--- config.mk ---
export PLATFORM = sky130hd
export DESIGN_NAME = bcw_exec
export DESIGN_NICKNAME = d
export VERILOG_FILES = /design/src/bcw_pkg.sv /design/src/bcw_exec.sv /design/src/bcw_bit_clear.sv
export VERILOG_INCLUDE_DIRS = /design/src
export SDC_FILE = /design/constraint.sdc
export NUM_CORES = 1
export LEC_CHECK = 0
export BUFFER_PORTS_ARGS = -buffer_cell sky130_fd_sc_hd__buf_2
export CORE_UTILIZATION = 35
export CTS_CLUSTER_DIAMETER = 100
export DETAILED_ROUTE_END_ITERATION = 10
export SLEW_MARGIN = 40
export SYNTH_ARGS = -nofsm -noshare
export SYNTH_HDL_FRONTEND = slang
export SYNTH_SLANG_ARGS = --single-unit
--- constraint.sdc ---
create_clock -name clk_in -period 2.73 [get_ports clk_in]
set_input_delay 0.1365 -clock clk_in [delete_from_list [all_inputs] [get_ports clk_in]]
set_output_delay 0.1365 -clock clk_in [all_outputs]
set_load 0.005 [all_outputs]
--- src/bcw_regs.svh ---
// Constants for the bit clear and watchdog clear execution block.
`ifndef BCW_REGS_SVH
`define BCW_REGS_SVH

`define BCW_DATA_WIDTH 8
`define BCW_ADDR_WIDTH 8
`define BCW_BIT_CLEARED 1'b0
`define BCW_OP_NONE 3'h0
`define BCW_OP_MEM_BIT_CLEAR 3'h1
`define BCW_OP_WDT_SINGLE 3'h2
`define BCW_OP_WDT_FIRST 3'h3
`define BCW_OP_WDT_SECOND 3'h4
`define BCW_PAIR_NEUTRAL 3'h1
`define BCW_PAIR_FIRST 3'h2
`define BCW_PAIR_SECOND 3'h4

`endif

--- src/bcw_pkg.sv ---
// Types shared by the bit clear and watchdog clear execution block.
`include "bcw_regs.svh"

package bcw_pkg;

	typedef enum logic [2:0] {
		BCW_OP_NONE = `BCW_OP_NONE,
		BCW_OP_MEM_BIT_CLEAR = `BCW_OP_MEM_BIT_CLEAR,
		BCW_OP_WDT_SINGLE = `BCW_OP_WDT_SINGLE,
		BCW_OP_WDT_FIRST = `BCW_OP_WDT_FIRST,
		BCW_OP_WDT_SECOND = `BCW_OP_WDT_SECOND
	} bcw_op_e;

	typedef enum logic [2:0] {
		BCW_PAIR_NEUTRAL = `BCW_PAIR_NEUTRAL,
		BCW_PAIR_FIRST = `BCW_PAIR_FIRST,
		BCW_PAIR_SECOND = `BCW_PAIR_SECOND
	} bcw_pair_e;

endpackage

--- src/bcw_exec.sv ---
// Execution of the memory bit clear and the three watchdog clear instructions.
`timescale 1ns/1ps
`include "bcw_regs.svh"

module bcw_exec #(
	parameter int DATA_WIDTH = `BCW_DATA_WIDTH,
	parameter int ADDR_WIDTH = `BCW_ADDR_WIDTH,
	parameter int SEL_WIDTH = $clog2(`BCW_DATA_WIDTH)
) (
	input wire logic clk_in, // Instruction clock, 20 MHz
	input wire logic rst_in, // Asynchronous reset, active high
	input wire logic instr_valid_in, // One-cycle strobe: an instruction is presented
	input wire logic [2:0] op_in, // Decoded operation code
	input wire logic [ADDR_WIDTH-1:0] mem_addr_in, // Address for the bit clear
	input wire logic [SEL_WIDTH-1:0] bit_sel_in, // Bit position for the bit clear
	input wire logic [DATA_WIDTH-1:0] mem_rdata_in, // Current content at mem_addr_in
	output logic mem_we_out, // One-cycle data memory write strobe
	output logic [ADDR_WIDTH-1:0] mem_addr_out, // Data memory write address
	output logic [DATA_WIDTH-1:0] mem_wdata_out, // Data memory write data
	output logic watchdog_counter_clear_out, // One-cycle pulse: reset watchdog_counter
	output logic watchdog_timeout_flag_clear_out, // One-cycle pulse: clear watchdog_timeout_flag
	output logic powerdown_flag_clear_out, // One-cycle pulse: clear powerdown_flag
	output logic pair_ignored_out, // One-cycle pulse: a pair half had no effect
	output logic illegal_op_out, // One-cycle pulse: unknown operation code
	output logic [2:0] pair_state_out // Which pair half ran last, one-hot
);

	// ****************************************************************
	// Parameter checks
	// ****************************************************************

	// A select narrower than the word would leave upper bits unreachable, so such a
	// configuration is refused while the design is built rather than misbehaving later.
	if (DATA_WIDTH < 2 || (1 << SEL_WIDTH) < DATA_WIDTH) begin
		$error("bcw_exec: bit select cannot reach every data bit");
	end
	if (ADDR_WIDTH < 1) begin
		$error("bcw_exec: address width must be at least one");
	end

	// ****************************************************************
	// Bit clear data path
	// ****************************************************************

	logic [DATA_WIDTH-1:0] cleared_word;

	// The read value arrives in the same cycle as the strobe, so the whole
	// read-modify-write completes in one instruction cycle.
	bcw_bit_clear #(
		.WIDTH(DATA_WIDTH),
		.SEL_WIDTH(SEL_WIDTH)
	) u_bit_clear (
		.data_in(mem_rdata_in),
		.sel_in(bit_sel_in),
		.data_out(cleared_word)
	);

	// ****************************************************************
	// Operation decode
	// ****************************************************************

	// Codes outside the known set raise a one-cycle report and do nothing else, so a
	// decoder fault can never clear the watchdog by accident.
	bcw_pkg::bcw_op_e op;
	logic op_known;

	always_comb begin
		op = bcw_pkg::bcw_op_e'(op_in);
		op_known = 1'b0;
		case (op_in)
			`BCW_OP_NONE,
			`BCW_OP_MEM_BIT_CLEAR,
			`BCW_OP_WDT_SINGLE,
			`BCW_OP_WDT_FIRST,
			`BCW_OP_WDT_SECOND: op_known = 1'b1;
			default: op_known = 1'b0;
		endcase
	end

	// ****************************************************************
	// Pair alternation record
	// ****************************************************************

	// The record is one-hot so that a corrupted value is seen as illegal and steered back
	// to neutral. Starting neutral means the first pair half after reset never clears the
	// watchdog: software must run one half before the other can take effect.
	bcw_pkg::bcw_pair_e pair_r;
	bcw_pkg::bcw_pair_e pair_nxt;
	logic pair_effect;
	logic pair_ignore;

	always_comb begin
		pair_nxt = pair_r;
		pair_effect = 1'b0;
		pair_ignore = 1'b0;
		if (instr_valid_in && op == bcw_pkg::BCW_OP_WDT_FIRST) begin
			unique case (pair_r)
				bcw_pkg::BCW_PAIR_SECOND: begin
					pair_effect = 1'b1;
					pair_nxt = bcw_pkg::BCW_PAIR_FIRST;
				end
				bcw_pkg::BCW_PAIR_NEUTRAL: begin
					// Nothing to alternate with yet; the half only arms the record.
					pair_ignore = 1'b1;
					pair_nxt = bcw_pkg::BCW_PAIR_FIRST;
				end
				bcw_pkg::BCW_PAIR_FIRST: begin
					pair_ignore = 1'b1;
				end
				default: begin
					pair_ignore = 1'b1;
					pair_nxt = bcw_pkg::BCW_PAIR_NEUTRAL;
				end
			endcase
		end else if (instr_valid_in && op == bcw_pkg::BCW_OP_WDT_SECOND) begin
			unique case (pair_r)
				bcw_pkg::BCW_PAIR_FIRST: begin
					pair_effect = 1'b1;
					pair_nxt = bcw_pkg::BCW_PAIR_SECOND;
				end
				bcw_pkg::BCW_PAIR_NEUTRAL: begin
					pair_ignore = 1'b1;
					pair_nxt = bcw_pkg::BCW_PAIR_SECOND;
				end
				bcw_pkg::BCW_PAIR_SECOND: begin
					pair_ignore = 1'b1;
				end
				default: begin
					pair_ignore = 1'b1;
					pair_nxt = bcw_pkg::BCW_PAIR_NEUTRAL;
				end
			endcase
		end
	end

	always_ff @(posedge clk_in or posedge rst_in) begin
		if (rst_in) begin
			pair_r <= bcw_pkg::BCW_PAIR_NEUTRAL;
		end else begin
			pair_r <= pair_nxt;
		end
	end

	// ****************************************************************
	// Output registers
	// ****************************************************************

	// Address and data hold their last value between writes; only the strobe marks a
	// valid write, which keeps the write port from toggling needlessly.
	logic mem_we_r;
	logic mem_we_nxt;
	logic [ADDR_WIDTH-1:0] mem_addr_r;
	logic [ADDR_WIDTH-1:0] mem_addr_nxt;
	logic [DATA_WIDTH-1:0] mem_wdata_r;
	logic [DATA_WIDTH-1:0] mem_wdata_nxt;
	logic wdt_clr_r;
	logic wdt_clr_nxt;
	logic ignored_r;
	logic ignored_nxt;
	logic illegal_r;
	logic illegal_nxt;

	always_comb begin
		mem_we_nxt = 1'b0;
		mem_addr_nxt = mem_addr_r;
		mem_wdata_nxt = mem_wdata_r;
		wdt_clr_nxt = 1'b0;
		ignored_nxt = pair_ignore;
		illegal_nxt = instr_valid_in && !op_known;
		if (instr_valid_in && op == bcw_pkg::BCW_OP_MEM_BIT_CLEAR) begin
			// No flag clear is raised here, so status flags stay as they are.
			mem_we_nxt = 1'b1;
			mem_addr_nxt = mem_addr_in;
			mem_wdata_nxt = cleared_word;
		end
		if (instr_valid_in && op == bcw_pkg::BCW_OP_WDT_SINGLE) begin
			wdt_clr_nxt = 1'b1;
		end
		if (pair_effect) begin
			wdt_clr_nxt = 1'b1;
		end
	end

	// Counter and both flags share one pulse, so they can never be cleared apart.
	always_ff @(posedge clk_in or posedge rst_in) begin
		if (rst_in) begin
			mem_we_r <= 1'b0;
			mem_addr_r <= '0;
			mem_wdata_r <= '0;
			wdt_clr_r <= 1'b0;
			ignored_r <= 1'b0;
			illegal_r <= 1'b0;
		end else begin
			mem_we_r <= mem_we_nxt;
			mem_addr_r <= mem_addr_nxt;
			mem_wdata_r <= mem_wdata_nxt;
			wdt_clr_r <= wdt_clr_nxt;
			ignored_r <= ignored_nxt;
			illegal_r <= illegal_nxt;
		end
	end

	// ****************************************************************
	// Output ports
	// ****************************************************************

	assign mem_we_out = mem_we_r;
	assign mem_addr_out = mem_addr_r;
	assign mem_wdata_out = mem_wdata_r;
	assign watchdog_counter_clear_out = wdt_clr_r;
	assign watchdog_timeout_flag_clear_out = wdt_clr_r;
	assign powerdown_flag_clear_out = wdt_clr_r;
	assign pair_ignored_out = ignored_r;
	assign illegal_op_out = illegal_r;
	assign pair_state_out = pair_r;

endmodule

--- src/bcw_bit_clear.sv ---
// Combinational clearing of one selected bit within a data word.
`timescale 1ns/1ps

module bcw_bit_clear #(
	parameter int WIDTH = 8,
	parameter int SEL_WIDTH = 3
) (
	input wire logic [WIDTH-1:0] data_in, // Word as read from data memory
	input wire logic [SEL_WIDTH-1:0] sel_in, // Bit position to clear
	output logic [WIDTH-1:0] data_out // Word with that bit cleared
);

	if (WIDTH < 2 || (1 << SEL_WIDTH) < WIDTH) begin
		$error("bcw_bit_clear: bit select too narrow for the data width");
	end

	always_comb begin
		data_out = data_in;
		for (int i = 0; i < WIDTH; i++) begin
			if (sel_in == SEL_WIDTH'(i)) begin
				data_out[i] = `BCW_BIT_CLEARED;
			end
		end
	end

endmodule

== Word level (Yosys, flattened, before mapping) ==
Index checks and enable logic that the tools add are counted.

* $add $sub $neg: 0
* Multiply operators: 0
* Div/mod/pow operators: 0
* Magnitude comparators: 0
* Equality and inequality tests: 16
* Shift operators: 0
* Mux-type cells: 24
* Bitwise gates (word level): 0
* Reduce and logical (&&, ||, !) cells: 13

{| class="wikitable"
|+ Operators with widths
! cell !! number
|-
| 1-bit 2-to-1 mux || 20
|-
| 3-bit == test (second input constant) || 6
|-
| 3-bit by 2-bit == test with 1-bit output (second input constant) || 5
|-
| 3-bit case mux with 2 select lines || 2
|-
| 3-bit by 1-bit == test with 1-bit output (second input constant) || 3
|-
| 3-bit zero test || 2
|-
| 3-bit 2-to-1 mux || 2
|-
| 1-bit logical AND || 5
|-
| 5-bit OR reduction || 1
|-
| 2-bit != test (second input constant) || 2
|-
| 2-bit OR reduction || 2
|-
| 3-bit AND reduction || 1
|-
| 2-bit nonzero test || 1
|-
| 1-bit zero test || 1
|}

* Register bits after elaboration: 23
* Latch bits: 0
* Bits in writable memories: 0
* Bits in read-only memories: 0
* Output and inout bits: 25
* Logic and storage cells: 60
* Memories: 0

== Depth between registers and ports, before layout ==
Gate-level depths: netlist of the first run.

* Word-level depth: 5
* Gate-level depth with buffers: 6
* Mapped depth without buffers: 4

== Modules after synthesis ==
From an unflattened synthesis of the first run, not the netlist that was laid out.

* Cells, all modules: 85
* Area, all modules: 1,121.1 µm²

{| class="wikitable"
|+ By module, submodules not included
! module !! instances !! cells an instance !! area an instance (µm²) !! sequential area each (µm²)
|-
| bcw_exec || 1 || 70 || 1,034.7 || 576.8
|-
| bcw_bit_clear || 1 || 15 || 86.3 || 0.0
|}

== Worst setup path before layout of the first run ==
Ideal clock, no wire load.

* Path type: register -> register
* From: register pair_r[0], in the netlist pair_state_out[0]
* To: register pair_r[1], in the netlist pair_state_out[1]
* Data arrival time: 1.011 ns
* Required time: 2.604 ns
* Path slack: 1.593 ns
* Stages on the path, launching flop included: 4
* Cell sequence: dfstp_2 -> nor2b_1 -> o2bb2ai_1 -> a221o_1

* Word-level cells in the longest chain between the ends: 4

{| class="wikitable"
|+ Ends and longest elaborated chain
! element !! line !! text
|-
| start: declaration || bcw_exec.sv:87 || <nowiki>bcw_pkg::bcw_pair_e pair_r;</nowiki>
|-
| start signal: assignment || bcw_exec.sv:138 || <nowiki>pair_r <= bcw_pkg::BCW_PAIR_NEUTRAL;</nowiki>
|-
| start signal: assignment || bcw_exec.sv:140 || <nowiki>pair_r <= pair_nxt;</nowiki>
|-
| 3-bit == test or 3-bit by 1-bit == test with 1-bit output (tied branches) || bcw_exec.sv:97, bcw_exec.sv:116 ||
|-
| 2-bit OR reduction (no line) || n/a ||
|-
| 3-bit case mux with 2 select lines || bcw_exec.sv:97 || <nowiki>unique case (pair_r)</nowiki>
|-
| 3-bit 2-to-1 mux || bcw_exec.sv:96 || <nowiki>if (instr_valid_in && op == bcw_pkg::BCW_OP_WDT_FIRST) begin</nowiki>
|}

Several ways; a longest one is shown, not always the timed one. The select of a mux whose other input is x is not followed.
A chain may end at the register's enable or synchronous reset.

== Worst setup path in the final report of the first run ==
* From: register pair_r[0], in the netlist pair_state_out[0]
* To: output pair_state_out[0]

{| class="wikitable"
|+ RTL lines
! element !! line !! text
|-
| end: declaration || bcw_exec.sv:25 || <nowiki>output logic [2:0] pair_state_out</nowiki>
|}

No word-level cell between the ends.

==> results of run 1 <==
==> kinds of logic after synthesis <==
family | share of synthesized area [%]
buffers and inverters | 5.66
AND/OR/NAND/NOR | 23.0
flip-flops | 55.5
AO/OA/AOI/OAI | 15.8
==> per-layer routing <==
layer  vias to the layer above  track usage [%]  part of all wire, %
met5                         -                0                    0
li1                        471                -                    -
met1                       452             19.4                   48
met2                        36             22.9                   45
met4                         0             7.32                    0
met3                         0             3.69                  7.6
==> flip-flops by register name, indices dropped and copies added, names as in the netlist <==
register	flops
pair_ignored_out	1
mem_we_out	1
powerdown_flag_clear_out	1
pair_state_out	3
illegal_op_out	1
mem_wdata_out	8
mem_addr_out	8
==> area by class of cell <==
| class | instances | area [um2] | share of cell area [%] |
|---|---|---|---|
| multi-input cells | 73 | 403 | 30.0 |
| clock buffers | 3 | 22.5 | 1.67 |
| flip-flops and latches | 23 | 577 | 42.9 |
| well taps | 31 | 38.8 | 2.88 |
| repair buffers | 52 | 273 | 20.3 |
| clock inverters | 1 | 5.00 | 0.372 |
| inverters | 7 | 26.3 | 1.95 |
==> placed cells by master, fill, tap and decap left out, types with 3 or more instances in the layout <==
cell type and count:
sky130_fd_sc_hd__buf_2 49, sky130_fd_sc_hd__inv_1 6, sky130_fd_sc_hd__nand2_1 40, sky130_fd_sc_hd__clkbuf_4 3, sky130_fd_sc_hd__dfrtp_1 22, sky130_fd_sc_hd__o311ai_0 6, sky130_fd_sc_hd__nand2b_1 4, sky130_fd_sc_hd__o21ai_0 3
==> repair_timing <==
action                                 4_1_cts  5_1_grt
hold buffers                                 1        1
endpoints found under the hold margin       22        1
buffers inserted                             0        0
==> through the flow <==
step | instance area (um2) | power [uW] | setup WS, ns | utilization (%)
2_1_floorplan | 1040 | 571 | 1.59 | -
4_1_cts | 1340 | 833 | 1.51 | 48.0
3_3_place_gp | 1300 | 671 | 1.37 | 46.6
6_report | 1350 | 822 | 1.52 | 48.4
5_1_grt | 1350 | 891 | 1.45 | 48.4
3_5_place_dp | 1300 | 678 | 1.33 | 46.6
==> where the power goes <==
group / internal [uW] / leakage, uW / switching, uW
sequential: 404 / 0.000289 / 51.9
clock: 54.7 / 0.0000177 / 99.5
combinational: 112 / 0.000447 / 100
==> final timing paths <==
| check | start | to | cells after the start |
|---|---|---|---|
| min in group asynchronous | rst_in | pair_ignored_out | 3 |
| worst max-delay path | pair_state_out[0] | pair_state_out[0] | 1 |
| worst min register to register | mem_wdata_out[1] | mem_wdata_out[1] | 2 |
| max in group asynchronous | rst_in | pair_state_out[0] | 3 |
| worst min-delay path | mem_addr_in[0] | mem_addr_out[0] | 3 |
| worst max register to register | pair_state_out[0] | pair_state_out[1] | 3 |
==> flow_summary.rst, run 1 <==
.. list-table::
   :header-rows: 1

   * - Metric
     - Value
   * - Startpoint type of the worst setup path
     - flop
   * - Worst Skew
     - 0.00399 ns
   * - Maximum cell stage delay along the critical path
     - 0.63 ns
   * - Antenna cell count
     - 0
   * - Mapped Nets
     - 133
   * - Arrival time of the worst setup path
     - 1.07 ns
   * - Filler cell count
     - 280
   * - TritonCTS clock tree
     - yes
   * - DRC violation count after routing
     - 0
   * - Worst setup EP type
     - primary output
   * - Placed Cells incl. Taps
     - 184
   * - Count of vias placed by the detailed router
     - between 900 and 1000
   * - Max-cap violations
     - 0
   * - Number of resized instances in the post-cts repair step
     - 0
   * - Top cell type by total area after synthesis
     - sky130_fd_sc_hd__dfrtp_1
   * - Post-synthesis register bit count
     - 23
   * - First-pass GRT wire length
     - 3740 um
   * - Floorplan core area
     - approximately 2800 um2
   * - H-tree lvl count
     - 1
   * - Height of the die
     - between 50 and 60 um
   * - Highest ir drop seen on vdd
     - 0.363 mV
   * - Tightest Pin Transition
     - ~0.46 ns
   * - Drt wl/cell
     - 11.5 um
   * - Critical path data required time
     - 2.59 ns
   * - Result of the run
     - complete, no violations
   * - Final cell count without fillers
     - 190
   * - Synth Instances
     - around 110
   * - Post-synth EDFFs
     - 0
   * - Worst-path cell with the longest stage delay
     - sky130_fd_sc_hd__dfstp_2
   * - Number of DRC markers in iteration 0
     - 13
   * - Most instantiated library cell after synthesis
     - sky130_fd_sc_hd__nand2_1
   * - Share of flip-flops with an asynchronous set or reset
     - 100%
   * - Gr ovfl total
     - 0
   * - Post-synthesis to final-layout area growth
     - 29.5%
   * - Total Die Area
     - 3190 um2
   * - Half-perimeter wire length after detailed placement
     - approximately 1700 um
   * - Maximum clock path buffer count
     - 2
   * - Fin. Hold Viols
     - 0
   * - Die X
     - 56.5 um
   * - Type of the setup path with the least slack
     - flop to primary output
   * - Leakage power total
     - between 0.0007 and 0.0008 uW
   * - Share of the clock period used by the worst path
     - 44.3%
   * - Top cell types by occurrence after synthesis
     - sky130_fd_sc_hd__nand2_1 (40), sky130_fd_sc_hd__dfrtp_1 (22), sky130_fd_sc_hd__inv_1 (7)
   * - Max-slew violations
     - 0
   * - Post-route minimum period
     - 1.21 ns
   * - Leading cell types by total area after synthesis
     - sky130_fd_sc_hd__dfrtp_1 (53%), sky130_fd_sc_hd__nand2_1 (14%), sky130_fd_sc_hd__o311ai_0 (5.1%), sky130_fd_sc_hd__dfstp_2 (2.5%), sky130_fd_sc_hd__inv_1 (2.5%)
   * - Total Wirelength
     - about 2200 um
   * - Accumulated negative setup slack
     - 0 ns
   * - DR pass1 iterations
     - 4
   * - Worst reg-to-reg setup slack
     - 1.53 ns
   * - Relative slew slack
     - a little over two thirds
   * - Mean post-synth cell area
     - 9.62 um2
   * - IO Pins
     - 50
   * - Delay-heaviest family, CP
     - flip-flops
   * - Vias per std cell
     - about 5
   * - Clock slew seen by the registers of the worst setup and hold paths
     - 0.12 ns
   * - Standard-cell rows
     - 19
   * - Source-to-sink clock delay at the later pin of the worst-skew pair
     - 0.31 ns
   * - TritonCTS Sinks
     - 23
   * - Number of buffers created by CTS
     - 3
   * - Initial antenna violation count
     - 0
   * - Min Hold Slack
     - 0.00880 ns
   * - Maximum achievable frequency
     - 828 MHz
   * - Seq/Total Area, Yosys
     - 55.5%
   * - Root buffer cell
     - sky130_fd_sc_hd__clkbuf_4
   * - Proportion of netlist area held by the largest area contributor
     - 53.0%
   * - Library cells used by synthesis
     - 25
   * - Combined global-route utilization of all metal layers
     - between 10% and 20%
   * - RSZ-0062 raised after global routing
     - false
   * - Final Setup Violations
     - 0
   * - Number of synthesis warnings
     - 0
   * - Number of routed nets with antenna violations
     - 0
   * - Cell area power density
     - 611 nW/um2
   * - Cell-by-cell trace of the critical path
     - buf_2
   * - Most used flip-flop cell after synthesis
     - sky130_fd_sc_hd__dfrtp_1
   * - # port buffers
     - 49
   * - Maximum fanout count along the critical path
     - 9
   * - Class of the tightest hold or removal check
     - input pin to flop
   * - Initial standard-cell utilization of the core
     - between 30 and 40%
   * - Buffer and inverter count on the worst path
     - 1
   * - Maximum number of pins on one net before global-route repair
     - 24
   * - NumNets Final
     - roughly 190
   * - Via count of the first global-routing pass
     - 860
   * - Syn Std Cell Area
     - 1040 um2
   * - GPL Wtd Cong
     - 0.743
   * - Fraction of layout cells with a size suffix above 1
     - between 30% and 40%
Power figures use the tool's default switching activity.
==> inputs of run 2 (changes only) <==
--- a/config.mk
+++ b/config.mk
@@ -10,6 +10,7 @@
 export CORE_UTILIZATION = 35
 export CTS_CLUSTER_DIAMETER = 100
 export DETAILED_ROUTE_END_ITERATION = 10
+export PLACE_DENSITY = 0.66
 export SLEW_MARGIN = 40
 export SYNTH_ARGS = -nofsm -noshare
 export SYNTH_HDL_FRONTEND = slang
==> constraint.sdc (replaced) <==
create_clock -name clk_in -period 1.1 [get_ports clk_in]
set_input_delay 0.055 -clock clk_in [delete_from_list [all_inputs] [get_ports clk_in]]
set_output_delay 0.055 -clock clk_in [all_outputs]
set_load 0.005 [all_outputs]
==> run 2 against run 1 <==
Effect of this change: largest cell class unchanged; clock power increased by 140%; combinational power increased to 3.3 times the previous value; sequential share of layout area decreased by 5.0 points; clock-buffer cell count increased by 1; sequential power increased by 150%; cell area increased by 14%; largest power group unchanged; critical path depth increased by 2; die area unchanged; highest routed layer is now met4; register-to-register slack got worse by 1.6 ns; the flow now finishes with violations (negative setup slack).
==> flow_summary.rst, run 2 (synthesis gave the netlist of run 1 again) <==
.. list-table::
   :header-rows: 1

   * - Metric
     - Value
   * - Result of the run
     - finished with violations
   * - Violated checks
     - negative setup slack
   * - Tightest Pin Transition
     - 0.392 ns (-0.0634 ns)
   * - Highest ir drop seen on vdd
     - 0.992 mV (+170%)
   * - DRC violation count after routing
     - 0 (unchanged)
   * - Cell depth of the worst min-delay path
     - 2 (-1)
   * - Placed inst area
     - 1370 um2 (+5.2%)
   * - Worst-path cell with the longest stage delay
     - sky130_fd_sc_hd__dfstp_2
   * - Vias per std cell
     - 4.85 (-3.9%)
   * - # port buffers
     - 49 (unchanged)
   * - Launch point of the worst hold path
     - op_in[2]
   * - DR pass1 iterations
     - 4 (unchanged)
   * - IO Pins
     - 50 (unchanged)
   * - Maximum cell stage delay along the critical path
     - 0.61 ns (-0.02 ns)
   * - Final Setup Violations
     - 4 (+4)
   * - Crit path from
     - pair_state_out[0]
   * - Min Hold Slack
     - 0.0200 ns (+0.0112 ns)
   * - Type of the setup path with the least slack
     - flop to flop
   * - Relative slew slack
     - 73.5% (+3.9 points)
   * - Max-slew violations
     - 0 (unchanged)
   * - Number of buffers created by CTS
     - 3 (unchanged)
   * - RSZ-0062 raised after global routing
     - true
   * - Max-cap violations
     - 0 (unchanged)
   * - Root buffer cell
     - sky130_fd_sc_hd__clkbuf_4
   * - Commonest non-fill, non-tap cells in the layout
     - sky130_fd_sc_hd__buf_2 (47), sky130_fd_sc_hd__nand2_1 (40), sky130_fd_sc_hd__dfrtp_1 (21)
   * - Cell-by-cell trace of the critical path
     - nand2b_1 -> a211oi_1 -> a211oi_2
   * - Number of DRC markers in iteration 0
     - 34 (+21)
   * - Final WS setup
     - -0.0771 ns (-1.60 ns)
   * - Height of the die
     - 56.5 um (unchanged)
   * - Antenna cell count
     - 0 (unchanged)
   * - TritonCTS Sinks
     - 23 (unchanged)
   * - H-tree lvl count
     - 1 (unchanged)
   * - Half-perimeter wire length after detailed placement
     - 1810 um (+8.4%)
   * - Gr ovfl total
     - 0 (unchanged)
   * - Worst reg2reg path depth
     - 3 (unchanged)
   * - Combined global-route utilization of all metal layers
     - 16.4% (+1.5 points)
   * - Worst setup EP type
     - flop
   * - Maximum achievable frequency
     - 850 MHz
   * - Cell area power density
     - 1430 nW/um2 (+130%)
   * - First-pass GRT wire length
     - 4150 um (+11%)
   * - PnR Total Power
     - 2190 uW (+170%)
   * - Number of buffers added for setup after CTS
     - 0 (unchanged)
   * - Leakage power total
     - 0.000841 uW (+12%)
   * - Total Wirelength
     - 2480 um (+14%)
   * - Number of routed nets with antenna violations
     - 0 (unchanged)
   * - Standard-cell rows
     - 19 (unchanged)
   * - Fin. Hold Viols
     - 0 (unchanged)
   * - Post-route minimum period
     - 1.18 ns
   * - Total Die Area
     - 3190 um2 (unchanged)
   * - Share of the clock period used by the worst path
     - 107%
   * - Sequential cell area
     - 578 um2 (+0.22%)
   * - Startpoint type of the worst setup path
     - flop
   * - Critical path data required time
     - 1.33 ns (-1.26 ns)
   * - Maximum number of pins on one net before global-route repair
     - 24 (unchanged)
   * - Class of the tightest hold or removal check
     - input pin to flop
   * - Initial antenna violation count
     - 0 (unchanged)
   * - Arrival time of the worst setup path
     - 1.40 ns (+0.33 ns)
   * - Post-synthesis to final-layout area growth
     - 47.1%
   * - Initial standard-cell utilization of the core
     - 37.3% (unchanged)
   * - Count of vias placed by the detailed router
     - 1009 (+5.2%)
   * - Worst Setup Slack post-DPL
     - -0.0674 ns (-1.40 ns)
   * - Design area
     - 1530 um2 (+14%)
   * - Die X
     - 56.5 um (unchanged)
   * - Most frequent standard cell in the layout excluding fill and tap cells
     - sky130_fd_sc_hd__buf_2
   * - Reg-to-Reg Start
     - pair_state_out[0]
   * - NumNets Final
     - 203 (+9.7%)
   * - Maximum clock path buffer count
     - 2 (unchanged)
   * - Floorplan core area
     - 2780 um2 (unchanged)
   * - Source-to-sink clock delay at the later pin of the worst-skew pair
     - 0.29 ns (-0.02 ns)
   * - Worst Skew
     - 0.00206 ns (-0.00193 ns)
   * - Filler cell count
     - 267 (-4.6%)
   * - Fraction of layout cells with a size suffix above 1
     - 37.9% (+1.4 points)
   * - Maximum fanout count along the critical path
     - 8 (-1)
   * - GPL Wtd Cong
     - 0.819 (+10%)
   * - TritonCTS clock tree
     - yes
   * - Via count of the first global-routing pass
     - 993 (+15%)
   * - Clock slew seen by the registers of the worst setup and hold paths
     - 0.12 ns (about the same)
   * - Drt wl/cell
     - 11.9 um (+3.7%)
   * - Multi-input logic area
     - 408 um2 (+1.2%)
   * - Worst reg-to-reg setup slack
     - -0.08 ns (-1.61 ns)
[run 2: worst paths after layout]
check,end
max,pair_state_out[0]
min,illegal_op_out
max reg2reg,pair_state_out[0]
min reg2reg,mem_wdata_out[1]
max in group asynchronous,pair_state_out[0]
min in group asynchronous,pair_ignored_out
[run 2: timing repair]
action / in CTS / in global routing
hold buffers: 11 / 0
resized for setup: 1 / 5
endpoints found under the hold margin: 32 / 0
setup endpoints to repair: 6 / 8
[run 2: layer usage]
| metal | wire length [um] | GRT usage [%] | vias up |
|---|---|---|---|
| met5 | 0 | 0 | - |
| met4 | 24 | 5.57 | 0 |
| met3 | 214 | 4.84 | 4 |
| met2 | 1150 | 28.1 | 41 |
| met1 | 1080 | 19.4 | 458 |
| li1 | - | - | 506 |
[run 2: critical path, delay by kind of cell (launching register included)]
| family | cells | cell delay [ns] |
|---|---|---|
| AO/OA/AOI/OAI | 2 | 0.39 |
| flip-flops | 1 | 0.61 |
| AND/OR/NAND/NOR | 1 | 0.10 |
[run 2: layout make-up]
cell class                 instances  share of cell area, %
inverter                           7                   1.72
clock buffer                       4                   1.72
sequential                        23                   37.8
timing repair buffer              70                   29.5
tap                               31                   2.54
multi-input combinational         73                   26.7
[run 2: stage by stage]
step	instances	setup TNS (ns)	util, %
2_1_floorplan	108	-0.0516	-
3_3_place_gp	193	-0.0237	49.1
3_5_place_dp	193	-0.164	49.1
4_1_cts	208	-0.264	54.2
5_1_grt	208	-0.561	54.9
6_report	208	-0.243	54.9
[run 2: report_power, final]
| part | internal, uW | total (uW) | switching (uW) |
|---|---|---|---|
| clock network | 141 | 370 | 229 |
| registers | 1010 | 1120 | 118 |
| logic | 395 | 698 | 303 |
